[src/zqpd_pkg.sv]
// shared constants, command set and timing counts for the calibration / power-down link
package zqpd_pkg;
    typedef enum logic [2:0] {
        ZQPD_NOP, ZQPD_ACT, ZQPD_PRE, ZQPD_RD, ZQPD_RDA, ZQPD_WR, ZQPD_MRW, ZQPD_REF
    } zqpd_cmd_t;

    localparam logic [7:0] MA_ZQ      = 8'h0a;
    localparam logic [7:0] ZQ_OP_INIT = 8'h10;
    localparam logic [7:0] ZQ_OP_LONG = 8'h20;
    localparam logic [7:0] ZQ_OP_SHRT = 8'h30;
    localparam logic [7:0] ZQ_OP_RST  = 8'h40;

    localparam int CK_PS       = 50000;
    localparam int T_ZQINIT_PS = 1000000;
    localparam int T_ZQCL_PS   = 360000;
    localparam int T_ZQCS_PS   = 90000;
    localparam int T_XP_PS     = 7500;
    localparam int T_CKE_PS    = 15000;
    localparam int T_RTP_PS    = 7500;
    localparam int T_RAS_PS    = 42000;
    localparam int T_WR_PS     = 15000;
    localparam int T_DQSCK_PS  = 5500;
    localparam int STABLE_CLKS = 2;
    localparam int MRW_CYC     = 5;

    // least times round up, never below one cycle
    function automatic int zqpd_cyc(input int ps);
        zqpd_cyc = (ps + CK_PS - 1) / CK_PS;
        if (zqpd_cyc < 1) zqpd_cyc = 1;
    endfunction

    localparam int ZQINIT_CYC = zqpd_cyc(T_ZQINIT_PS);
    localparam int ZQCL_CYC   = zqpd_cyc(T_ZQCL_PS);
    localparam int ZQCS_CYC   = zqpd_cyc(T_ZQCS_PS);
    localparam int XP_CYC     = zqpd_cyc(T_XP_PS);
    localparam int CKE_CYC    = zqpd_cyc(T_CKE_PS) > STABLE_CLKS ? zqpd_cyc(T_CKE_PS)
                                                                 : STABLE_CLKS;
    localparam int RTP_CYC    = zqpd_cyc(T_RTP_PS);
    localparam int RAS_CYC    = zqpd_cyc(T_RAS_PS);
    localparam int WR_CYC     = zqpd_cyc(T_WR_PS);
    localparam int DQSCK_CYC  = zqpd_cyc(T_DQSCK_PS);
endpackage

[src/zqpd_if.sv]
// link between memory controller end and device end
`timescale 1ns/10ps
`default_nettype none
interface zqpd_if;
    import zqpd_pkg::*;
    logic       cke;
    logic       cs_n;
    zqpd_cmd_t  cmd;
    logic [7:0] ma;
    logic [7:0] op;
    logic       dq_oe;
    modport ctrl (output cke, cs_n, cmd, ma, op, input dq_oe);
    modport dev  (input cke, cs_n, cmd, ma, op, output dq_oe);
endinterface
`default_nettype wire

[src/zqpd_ctrl.sv]
// controller end: command issue, calibration and power-down timers
//
// Behaviour
// - calibration starts by mode write to 0Ah
// - run init calibration before trusting impedance
// - calibrate only idle, all banks precharged
// - data bus quiet during calibration
// - only NOPs while calibration runs
// - clock enable high through calibration
// - calibration reset needs no quiet time
// - shared resistor: no overlapping calibrations
// - strapped calibration pin ignores calibration commands
// - repeat short calibration within drift interval
// - calibration pin circuitry off when done
// - power-down entry with chip select high
// - no power-down during reads, writes, mode writes
// - classify idle versus active power-down
// - in power-down only clock enable matters
// - clock enable held minimum time both ways
// - exit power-down in time for refresh
// - exit with chip select high
// - wait exit latency before next command
// - two stable clocks before power-down exit
// - read burst ends before clock enable low
// - read auto precharge internal timing
// - write recovery before clock enable low
`timescale 1ns/10ps
`default_nettype none
module zqpd_ctrl #(
    parameter int RL         = 3,
    parameter int WL         = 1,
    parameter int BL         = 4,
    parameter int ZQCS_INT   = 8000000,
    parameter int PD_MAX_CYC = 70000
) (
    input  wire logic               ref_clk_in,       // controller clock
    input  wire logic               rst_in,           // async reset, high
    zqpd_if.ctrl                    link,             // device side
    input  wire logic               req_valid_in,     // command request
    input  wire zqpd_pkg::zqpd_cmd_t req_cmd_in,      // command kind
    input  wire logic [7:0]         req_ma_in,        // bank or register address
    input  wire logic [7:0]         req_op_in,        // mode write data
    output logic                    req_ready_out,    // request taken this edge
    input  wire logic               pd_req_in,        // power-down request; exit forced after PD_MAX_CYC cycles
    input  wire logic               zq_share_busy_in, // other device calibrating
    output logic                    zq_active_out,    // this device calibrating
    output logic                    pd_out,           // clock enable held low
    output logic                    imp_ok_out,       // init calibration done
    output logic                    zqcs_due_out,     // short calibration due
    output logic [7:0]              banks_open_out    // open row per bank
);
    import zqpd_pkg::*;

    localparam int RD_PD = RL + DQSCK_CYC + BL / 2 + 1;
    localparam int WR_PD = WL + 1 + BL / 2 + WR_CYC;

    if (RD_PD > 255 || WR_PD > 255 || BL < 4) $error("zqpd_ctrl: latency out of range");
    if (ZQCS_INT < 1 || PD_MAX_CYC < CKE_CYC) $error("zqpd_ctrl: interval too short");
    // the waits live in 8-bit counters
    if (ZQINIT_CYC > 255 || ZQCL_CYC > 255) $error("zqpd_ctrl: wait count too wide");

    typedef enum logic [1:0] {ZQPD_C_RUN, ZQPD_C_PD} zqpd_cst_t;
    typedef struct packed {
        zqpd_cst_t   st;
        logic        cke;
        logic        cs_n;
        zqpd_cmd_t   cmd;
        logic [7:0]  ma;
        logic [7:0]  op;
        logic [7:0]  open;
        logic [7:0]  wait_cnt;
        logic [7:0]  ckel_cnt;
        logic [7:0]  hold_cnt;
        logic        zq_run;
        logic        zq_init_run;
        logic        init_done;
        logic [31:0] pd_cnt;
        logic [31:0] zqcs_cnt;
        logic        due;
    } zqpd_ctl_s_t;

    zqpd_ctl_s_t s_r, s_nxt;
    logic is_zq;
    logic zq_quiet;
    logic legal;
    logic ready;

    always_comb begin
        is_zq    = (req_cmd_in == ZQPD_MRW) && (req_ma_in == MA_ZQ);
        zq_quiet = is_zq && (req_op_in != ZQ_OP_RST);
        legal    = 1'b1;
        if (is_zq && s_r.open != 8'h00) legal = 1'b0;
        if (req_cmd_in == ZQPD_MRW && s_r.open != 8'h00) legal = 1'b0;
        // burst data and write recovery must be over before any mode write
        if (req_cmd_in == ZQPD_MRW && s_r.ckel_cnt != 8'h00) legal = 1'b0;
        if (zq_quiet && zq_share_busy_in) legal = 1'b0;
        if (req_cmd_in == ZQPD_NOP) legal = 1'b0;
        // pending power-down request wins over new commands
        ready = (s_r.st == ZQPD_C_RUN) && (s_r.wait_cnt == 8'h00)
                && !pd_req_in && legal;
    end

    always_comb begin
        s_nxt = s_r;
        s_nxt.cs_n = 1'b1;
        s_nxt.cmd = ZQPD_NOP;
        if (s_r.wait_cnt != 8'h00) s_nxt.wait_cnt = s_r.wait_cnt - 8'h01;
        if (s_r.ckel_cnt != 8'h00) s_nxt.ckel_cnt = s_r.ckel_cnt - 8'h01;
        if (s_r.hold_cnt != 8'h00) s_nxt.hold_cnt = s_r.hold_cnt - 8'h01;
        if (s_r.wait_cnt <= 8'h01 && s_r.zq_run) begin
            s_nxt.zq_run = 1'b0;
            if (s_r.zq_init_run) s_nxt.init_done = 1'b1;
            s_nxt.zq_init_run = 1'b0;
        end
        // interval counts from init calibration done, then from the last long or short calibration
        if (s_r.init_done && !s_r.due) s_nxt.zqcs_cnt = s_r.zqcs_cnt + 32'h1;
        case (s_r.st)
            ZQPD_C_RUN: begin
                // wait_cnt also covers calibration, so clock enable stays high
                if (s_r.wait_cnt == 8'h00 && pd_req_in && s_r.ckel_cnt == 8'h00
                    && s_r.hold_cnt == 8'h00) begin
                    s_nxt.cke = 1'b0;
                    s_nxt.st = ZQPD_C_PD;
                    s_nxt.hold_cnt = 8'(CKE_CYC);
                    s_nxt.pd_cnt = 32'h0;
                end else if (req_valid_in && ready) begin
                    s_nxt.cs_n = 1'b0;
                    s_nxt.cmd = req_cmd_in;
                    s_nxt.ma = req_ma_in;
                    s_nxt.op = req_op_in;
                    case (req_cmd_in)
                        ZQPD_ACT: s_nxt.open[req_ma_in[2:0]] = 1'b1;
                        ZQPD_PRE: s_nxt.open[req_ma_in[2:0]] = 1'b0;
                        ZQPD_RD:  s_nxt.ckel_cnt = 8'(RD_PD);
                        ZQPD_RDA: begin
                            s_nxt.ckel_cnt = 8'(RD_PD);
                            s_nxt.open[req_ma_in[2:0]] = 1'b0;
                        end
                        ZQPD_WR:  s_nxt.ckel_cnt = 8'(WR_PD);
                        ZQPD_MRW: begin
                            s_nxt.wait_cnt = 8'(MRW_CYC);
                            if (is_zq) begin
                                case (req_op_in)
                                    ZQ_OP_INIT: s_nxt.wait_cnt = 8'(ZQINIT_CYC);
                                    ZQ_OP_LONG: s_nxt.wait_cnt = 8'(ZQCL_CYC);
                                    ZQ_OP_SHRT: s_nxt.wait_cnt = 8'(ZQCS_CYC);
                                    default:    s_nxt.wait_cnt = 8'(MRW_CYC);
                                endcase
                                // only NOPs and no data while wait_cnt runs
                                s_nxt.zq_run = zq_quiet;
                                s_nxt.zq_init_run = (req_op_in == ZQ_OP_INIT);
                                if (req_op_in == ZQ_OP_LONG || req_op_in == ZQ_OP_SHRT) begin
                                    s_nxt.due = 1'b0;
                                    s_nxt.zqcs_cnt = 32'h0;
                                end
                            end
                        end
                        default: ;
                    endcase
                end
            end
            ZQPD_C_PD: begin
                s_nxt.pd_cnt = s_r.pd_cnt + 32'h1;
                // other pins are don't-care to the device; only cke is held
                s_nxt.cke = 1'b0;
                // hold_cnt >= two cycles also gives the stable clocks before exit
                if (s_r.hold_cnt == 8'h00 && (!pd_req_in
                    || s_r.pd_cnt >= 32'(PD_MAX_CYC))) begin
                    s_nxt.cke = 1'b1;
                    s_nxt.cs_n = 1'b1;
                    s_nxt.st = ZQPD_C_RUN;
                    s_nxt.hold_cnt = 8'(CKE_CYC);
                    s_nxt.wait_cnt = 8'(XP_CYC);
                end
            end
            default: s_nxt.st = ZQPD_C_RUN;
        endcase

        // interval end beats a calibration issued in the same cycle
        if (s_r.init_done && !s_r.due && s_r.zqcs_cnt >= 32'(ZQCS_INT - 1)) begin
            s_nxt.due = 1'b1;
        end
    end

    always_ff @(posedge ref_clk_in or posedge rst_in) begin
        if (rst_in) begin
            s_r <= '{st: ZQPD_C_RUN, cke: 1'b1, cs_n: 1'b1, cmd: ZQPD_NOP, default: '0};
        end else begin
            s_r <= s_nxt;
        end
    end

    assign link.cke       = s_r.cke;
    assign link.cs_n      = s_r.cs_n;
    assign link.cmd       = s_r.cmd;
    assign link.ma        = s_r.ma;
    assign link.op        = s_r.op;
    assign req_ready_out  = ready;
    assign zq_active_out  = s_r.zq_run;
    assign pd_out         = (s_r.st == ZQPD_C_PD);
    assign imp_ok_out     = s_r.init_done;
    assign zqcs_due_out   = s_r.due;
    assign banks_open_out = s_r.open;
endmodule
`default_nettype wire

[src/flat_wrapper.sv]
// flat-port wrapper written by rule: the top's interface ports become plain ports
module zqpd_ctrl_flat import zqpd_pkg::*;
#(
    parameter int RL         = 3,
    parameter int WL         = 1,
    parameter int BL         = 4,
    parameter int ZQCS_INT   = 8000000,
    parameter int PD_MAX_CYC = 70000
)
  (ref_clk_in, rst_in, req_valid_in, req_cmd_in, req_ma_in, req_op_in, req_ready_out, pd_req_in, zq_share_busy_in, zq_active_out, pd_out, imp_ok_out, zqcs_due_out, banks_open_out, link_cke, link_cs_n, link_cmd, link_ma, link_op, link_dq_oe);
  zqpd_if link_i ();
  input  wire logic ref_clk_in;
  input  wire logic rst_in;
  input  wire logic req_valid_in;
  input  wire zqpd_pkg::zqpd_cmd_t req_cmd_in;
  input  wire logic [7:0] req_ma_in;
  input  wire logic [7:0] req_op_in;
  output logic req_ready_out;
  input  wire logic pd_req_in;
  input  wire logic zq_share_busy_in;
  output logic zq_active_out;
  output logic pd_out;
  output logic imp_ok_out;
  output logic zqcs_due_out;
  output logic [7:0] banks_open_out;
  output wire logic [$bits(link_i.cke)-1:0] link_cke;
  output wire logic [$bits(link_i.cs_n)-1:0] link_cs_n;
  output wire logic [$bits(link_i.cmd)-1:0] link_cmd;
  output wire logic [$bits(link_i.ma)-1:0] link_ma;
  output wire logic [$bits(link_i.op)-1:0] link_op;
  input wire logic [$bits(link_i.dq_oe)-1:0] link_dq_oe;
  assign link_cke = link_i.cke;
  assign link_cs_n = link_i.cs_n;
  assign link_cmd = link_i.cmd;
  assign link_ma = link_i.ma;
  assign link_op = link_i.op;
  assign link_i.dq_oe = link_dq_oe;
  zqpd_ctrl #(.RL(RL), .WL(WL), .BL(BL), .ZQCS_INT(ZQCS_INT), .PD_MAX_CYC(PD_MAX_CYC)) u_core (.ref_clk_in(ref_clk_in), .rst_in(rst_in), .link(link_i), .req_valid_in(req_valid_in), .req_cmd_in(req_cmd_in), .req_ma_in(req_ma_in), .req_op_in(req_op_in), .req_ready_out(req_ready_out), .pd_req_in(pd_req_in), .zq_share_busy_in(zq_share_busy_in), .zq_active_out(zq_active_out), .pd_out(pd_out), .imp_ok_out(imp_ok_out), .zqcs_due_out(zqcs_due_out), .banks_open_out(banks_open_out));
endmodule
[config.mk]
export PLATFORM = sky130hd
export DESIGN_NAME = zqpd_ctrl_flat
export DESIGN_NICKNAME = d
export VERILOG_FILES = /design/src/zqpd_pkg.sv /design/src/zqpd_if.sv /design/src/zqpd_ctrl.sv /design/src/flat_wrapper.sv
export SDC_FILE = /design/constraint.sdc
export NUM_CORES = 1
export LEC_CHECK = 0
export BUFFER_PORTS_ARGS = -buffer_cell sky130_fd_sc_hd__clkbuf_2
export CAP_MARGIN = 40
export CORE_AREA = 2 2 110 122
export CTS_BUF_LIST = sky130_fd_sc_hd__clkbuf_4
export CTS_CLUSTER_DIAMETER = 40
export DETAILED_ROUTE_END_ITERATION = 8
export DIE_AREA = 0 0 112 124
export GPL_ROUTABILITY_DRIVEN = 1
export PLACE_DENSITY = 0.7
export SYNTH_ARGS = -nofsm -noshare
export SYNTH_HDL_FRONTEND = slang
export SYNTH_SLANG_ARGS = --single-unit
[constraint.sdc]
create_clock -name ref_clk_in -period 4.5 [get_ports ref_clk_in]
set_input_delay 0.225 -clock ref_clk_in [delete_from_list [all_inputs] [get_ports ref_clk_in]]
set_output_delay 0.225 -clock ref_clk_in [all_outputs]
set_load 0.05 [all_outputs]
* After elaboration in Yosys (flattened, before gate mapping)
Cells that the tools add are included.
** Word-level totals
- Word-level logic and storage cells :: 136
- Bits in registers :: 123
** Cells by class
- Eq/ne operators :: 15
- Bitwise gates (word level) :: 4
- Mux-type cells :: 45
- Magnitude comparators :: 5
- $add $sub $neg :: 5
- Reduce and logical (&&, ||, !) cells :: 46
** Operator list (count)
- 2-to-1 mux 33 bit :: 6
- 2-to-1 mux 44 bit :: 2
- 2-to-1 mux 8 bit :: 9
- adder 32 x 1 -> 32 bit, second input constant :: 2
- 2-to-1 mux 32 bit :: 2
- case mux 32 bit (2 select lines) :: 1
- case mux 8 bit (2 select lines) :: 4
- greater-or-equal comparator 32 x 17 -> 1 bit, second input constant :: 1
- greater-or-equal comparator 32 x 23 -> 1 bit, second input constant :: 1
- nonzero test 8 bit :: 4
- 2-to-1 mux 27 bit :: 1
- logical NOT 8 bit :: 3
- subtractor 8 x 1 -> 8 bit, second input constant :: 3
- logical AND 1 bit :: 18
- == test 8 x 6 -> 1 bit, second input constant :: 2
- case mux 5 bit (3 select lines) :: 1
- nonzero test 2 bit :: 7
- 2-to-1 mux 2 bit :: 5
- == test 3 bit, second input constant :: 3
- bitwise AND 8 bit :: 1
- == test 8 x 4 -> 1 bit, second input constant :: 1
- == test 8 x 5 -> 1 bit, second input constant :: 1
- <= comparator 8 x 1 -> 1 bit, second input constant :: 1
- 2-to-1 mux 1 bit :: 8
- 24 further kinds :: 33

* Depth between registers and ports, before layout
- Depth after elaboration :: 14
- Depth in mapped cells :: 10

* Least setup slack after synthesis
OpenSTA, ideal clock, no wires.
- Path kind :: register -> register
- Start point :: register u_core.s_r[84] (netlist name)
- End point :: register u_core.s_r (netlist bit u_core.banks_open_out[1])
- Stages on the path, launching flop included :: 9
- Period minus slack after synthesis :: 2.385 ns
- Setup time :: 0.125 ns
- Path buffers :: 0
- Data arrival time :: 2.260 ns
- Path slack :: 2.115 ns
- Path through :: dfrtp_1 > inv_1 > ha_1 > nor3b_1 > nand4_1 > a311oi_2 > nand4_1 > nor3_1 > mux2_2
** On the way
- Cells in the longest elaborated chain, start to end :: 6
** Ends and longest elaborated chain
- start, declared :: line zqpd_ctrl.sv:82 : zqpd_ctl_s_t s_r, s_nxt;
- start signal, assigned :: line zqpd_ctrl.sv:189 : s_r <= s_nxt;
- logical NOT 8 bit (*) :: line zqpd_ctrl.sv:99, zqpd_ctrl.sv:120
- logical AND 1 bit (on tied branches) :: line zqpd_ctrl.sv:99, zqpd_ctrl.sv:120
- logical AND 1 bit (on tied branches) :: line zqpd_ctrl.sv:100, zqpd_ctrl.sv:120
- logical AND 1 bit (on tied branches) :: line zqpd_ctrl.sv:100, zqpd_ctrl.sv:121
- logical AND 1 bit or inverter 1 bit (tied branches)
- AND reduction 4 bit (no line) (*)
Every way passes the cells marked *; elsewhere a longest branch is shown, timed or not.
A chain may end at the register's enable or synchronous reset.

==> metrics.md <==
| Metric | Value |
|---|---|
| Depth of the CTS H-tree | `4` |
| Pre-CTS WS | `1.63 ns` |
| Top FF cell, synth | `dfrtp_1` |
| Setup crit end kind | `flop` |
| Area Growth Syn to Fin | `12.4%` |
| Most frequent cell after synthesis | `dfrtp_1` |
| Register Area | `3060 um2` |
| Root buffer cell | `clkbuf_4` |
| Final Critical Period | `3.15 ns` |
| First-pass GRT wire length | `21600 um` |
| Cells after synthesis | `645` |
| Peak Freq | `317 MHz` |
| DRC | `0` |
| CP max stage delay | `0.62 ns` |
| Multi-input logic area | `3000 um2` |
| Die Span Y | `124 um` |
| Post-synth EDFFs | `0` |
| Hold crit path type | `in2reg` |
| Final Skew | `0.0134 ns` |
| Status | `complete, no violations` |
| Largest area contributor in the netlist | `dfrtp_1` |
| Vias in the first global route | `4718` |
| Slew Limit Fails | `0` |
| Post-synth top area share | `0.467` |
| Max Buffers Root-to-Sink | `2` |
| Proportion of layout cells with a drive suffix above 1 | `0.199` |
| Tcrit/Tclk final | `0.701` |
| Drt via density | `5.58` |
| Mapped Area | `6430 um2` |
| Synth Warn # | `0` |
| Fill cell count | `1088` |
| Unrepaired setup endpoints after global routing | `false` |
| Mean Syn Cell Area | `9.97 um2` |
| Final Hold Violating Endpoints | `0` |
| VDD IR-drop max | `0.510 mV` |
| CP delay by family, top | `compound AO/OA/AOI/OAI gates` |
| All-Layer GR Usage | `0.194` |
| Final Worst Setup Slack | `1.35 ns` |
| DRT iter0 DRCs | `197` |
| Remaining antenna violation count | `0` |
| Die area | `13900 um2` |
| Via count | `4873` |
| Clock slew at reported path FFs | `0.11 ns` |
| Yosys reg bits | `122` |
| Setup TNS | `0 ns` |
| Initial antenna violation count | `1` |
| Async SR Flop Fraction | `1.00` |
| CP Max Fanout | `8` |
| Top post-synthesis cells by area | `dfrtp_1 (47%), mux2_2 (4.9%), nor2_1 (4.3%)` |
| Clk_lat worst skew | `0.56 ns` |
| DRT Pass-1 Iters | `4` |
| I/O Pins | `59` |
| RD Place Congestion | `0.858` |
| Syn nets | `679` |
| Starting Density | `0.511` |
| Crit-path cells | `inv_1 > ha_1 > nor3b_1 > nand4_1 > a311oi_2 > a31o_2 > nand2b_4 > o22ai_1 > dlygate4sd3_1` |
| Leak | `3.17 nW` |
| Largest net degree at the start of global routing | `67` |
| Final setup violation count | `0` |
| Chip width | `112 um` |
| Power Total | `3.28 mW` |
| Final design utilization | `0.574` |
| Max cap viols | `0` |
| Critical path type | `reg2reg` |
| Clock sink count | `122` |
| Buf+Inv Stages, Crit Path | `2` |
| Dpl hpwl | `8760 um` |
| Rel. slew slack | `0.396` |
| Wirelength per Cell | `15.0 um` |
| Synth cell count leaders | `dfrtp_1 (120), nor2_1 (74), nand2_1 (56)` |
| Startpoint types | `flop` |
| Crit path DAT | `3.60 ns` |
| Pwr dens | `454 nW/um2` |
| Total CTS buffers | `17` |
| CTS tree | `done` |
| Port Buf Inserts | `57` |
| Register area share after synthesis | `0.475` |
| Gr ovfl total | `0` |
| CORE AREA | `12600 um2` |
| Worst slew pin tran | `0.897 ns` |
| Row cnt | `43` |
| Synth unique cells | `59` |
| Post-Route WL | `13100 um` |
| Slowest cell on crit path | `a311oi_2` |
| WP data required | `4.95 ns` |
| Nets | `736` |
## sequential cells by signal (all words and copies together) (netlist names)
name and cells:
u_core.link.cke 1, u_core.banks_open_out 8, u_core.zq_active_out 1, u_core.zqcs_due_out 1, u_core.link.op 8, u_core.imp_ok_out 1, u_core.s_r 90, u_core.link.cs_n 1
u_core.link.cmd 3, u_core.link.ma 8
## layer usage
layer,GRT usage,up-vias,wire length [um]
li1,-,2362,-
met1,0.233,2404,5660
met2,0.332,87,6700
met3,0.0618,20,454
met4,0.0724,0,254
met5,0,-,0
## cell usage in the layout (no fill, tap or decap), drive strengths merged, types with 5 or more instances in the layout
cell type,count
nor3,22
clkinv,6
mux2i,5
bufinv,6
a22o,8
dlygate4sd3,21
nor2b,6
or3,6
xor2,22
nor4b,5
nor2,74
nor4,13
inv,18
nand2,56
and4,6
ha,9
o21ai,27
dfrtp,120
and2,8
a21oi,12
and3,15
nand2b,9
nand3,44
clkbuf,75
mux2,28
nand4,15
xnor2,31
## report_power, final
part / switching, mW / internal [mW]
clock network: 0.417 / 0.552
registers: 0.166 / 1.27
logic: 0.543 / 0.332
## per-stage QoR
step           hold WS, ns  instance area (um2)  instances
2_1_floorplan        0.314                 6430        645
3_3_place_gp         0.472                 6630        818
3_5_place_dp         0.150                 6650        819
4_1_cts             0.0102                 7220        872
5_1_grt             0.0296                 7230        873
6_report            0.0600                 7230        873
## cell families (layout without fill, tap and decap cells)
family                   Yosys count  after routing  share of synthesized area
adder cells (fa/ha/maj)            9              9                     0.0175
XOR/XNOR                          53             53                     0.0722
multiplexers                      33             33                     0.0568
flip-flops                       122            122                      0.475
AO/OA/AOI/OAI                     73             73                     0.0739
other                              0              1                          0
buffers and inverters             62            132                     0.0591
AND/OR/NAND/NOR                  293            293                      0.245
## what timing repair did
item                      CTS  global route
resized for setup           0             0
hold endpoints to repair  138             0
hold buffers               21             0
buffers inserted            0             0
## cell type report
type,instances,area share
Multi-Input combinational cell,461,0.414
Inverter,18,0.00970
Sequential cell,122,0.423
Antenna cell,1,0.000346
Clock inverter,14,0.0313
Timing Repair Buffer,82,0.0755
Clock buffer,18,0.0187
Tap cell,157,0.0272
## final timing paths
path | cells past startpoint | to | start | slack (ns)
max in group asynchronous | 4 | u_core.s_r[13] | rst_in | 3.57
setup / recovery | 9 | u_core.s_r[87] | u_core.s_r[84] | 1.35
setup reg to reg | 9 | u_core.s_r[87] | u_core.s_r[84] | 1.35
hold reg to reg | 1 | u_core.s_r[64] | u_core.s_r[64] | 0.49
hold / removal | 2 | u_core.link.cmd[1] | req_cmd_in[1] | 0.06
min in group asynchronous | 3 | u_core.s_r[23] | rst_in | 0.12
Note: power is estimated with default switching activity, not from simulation.
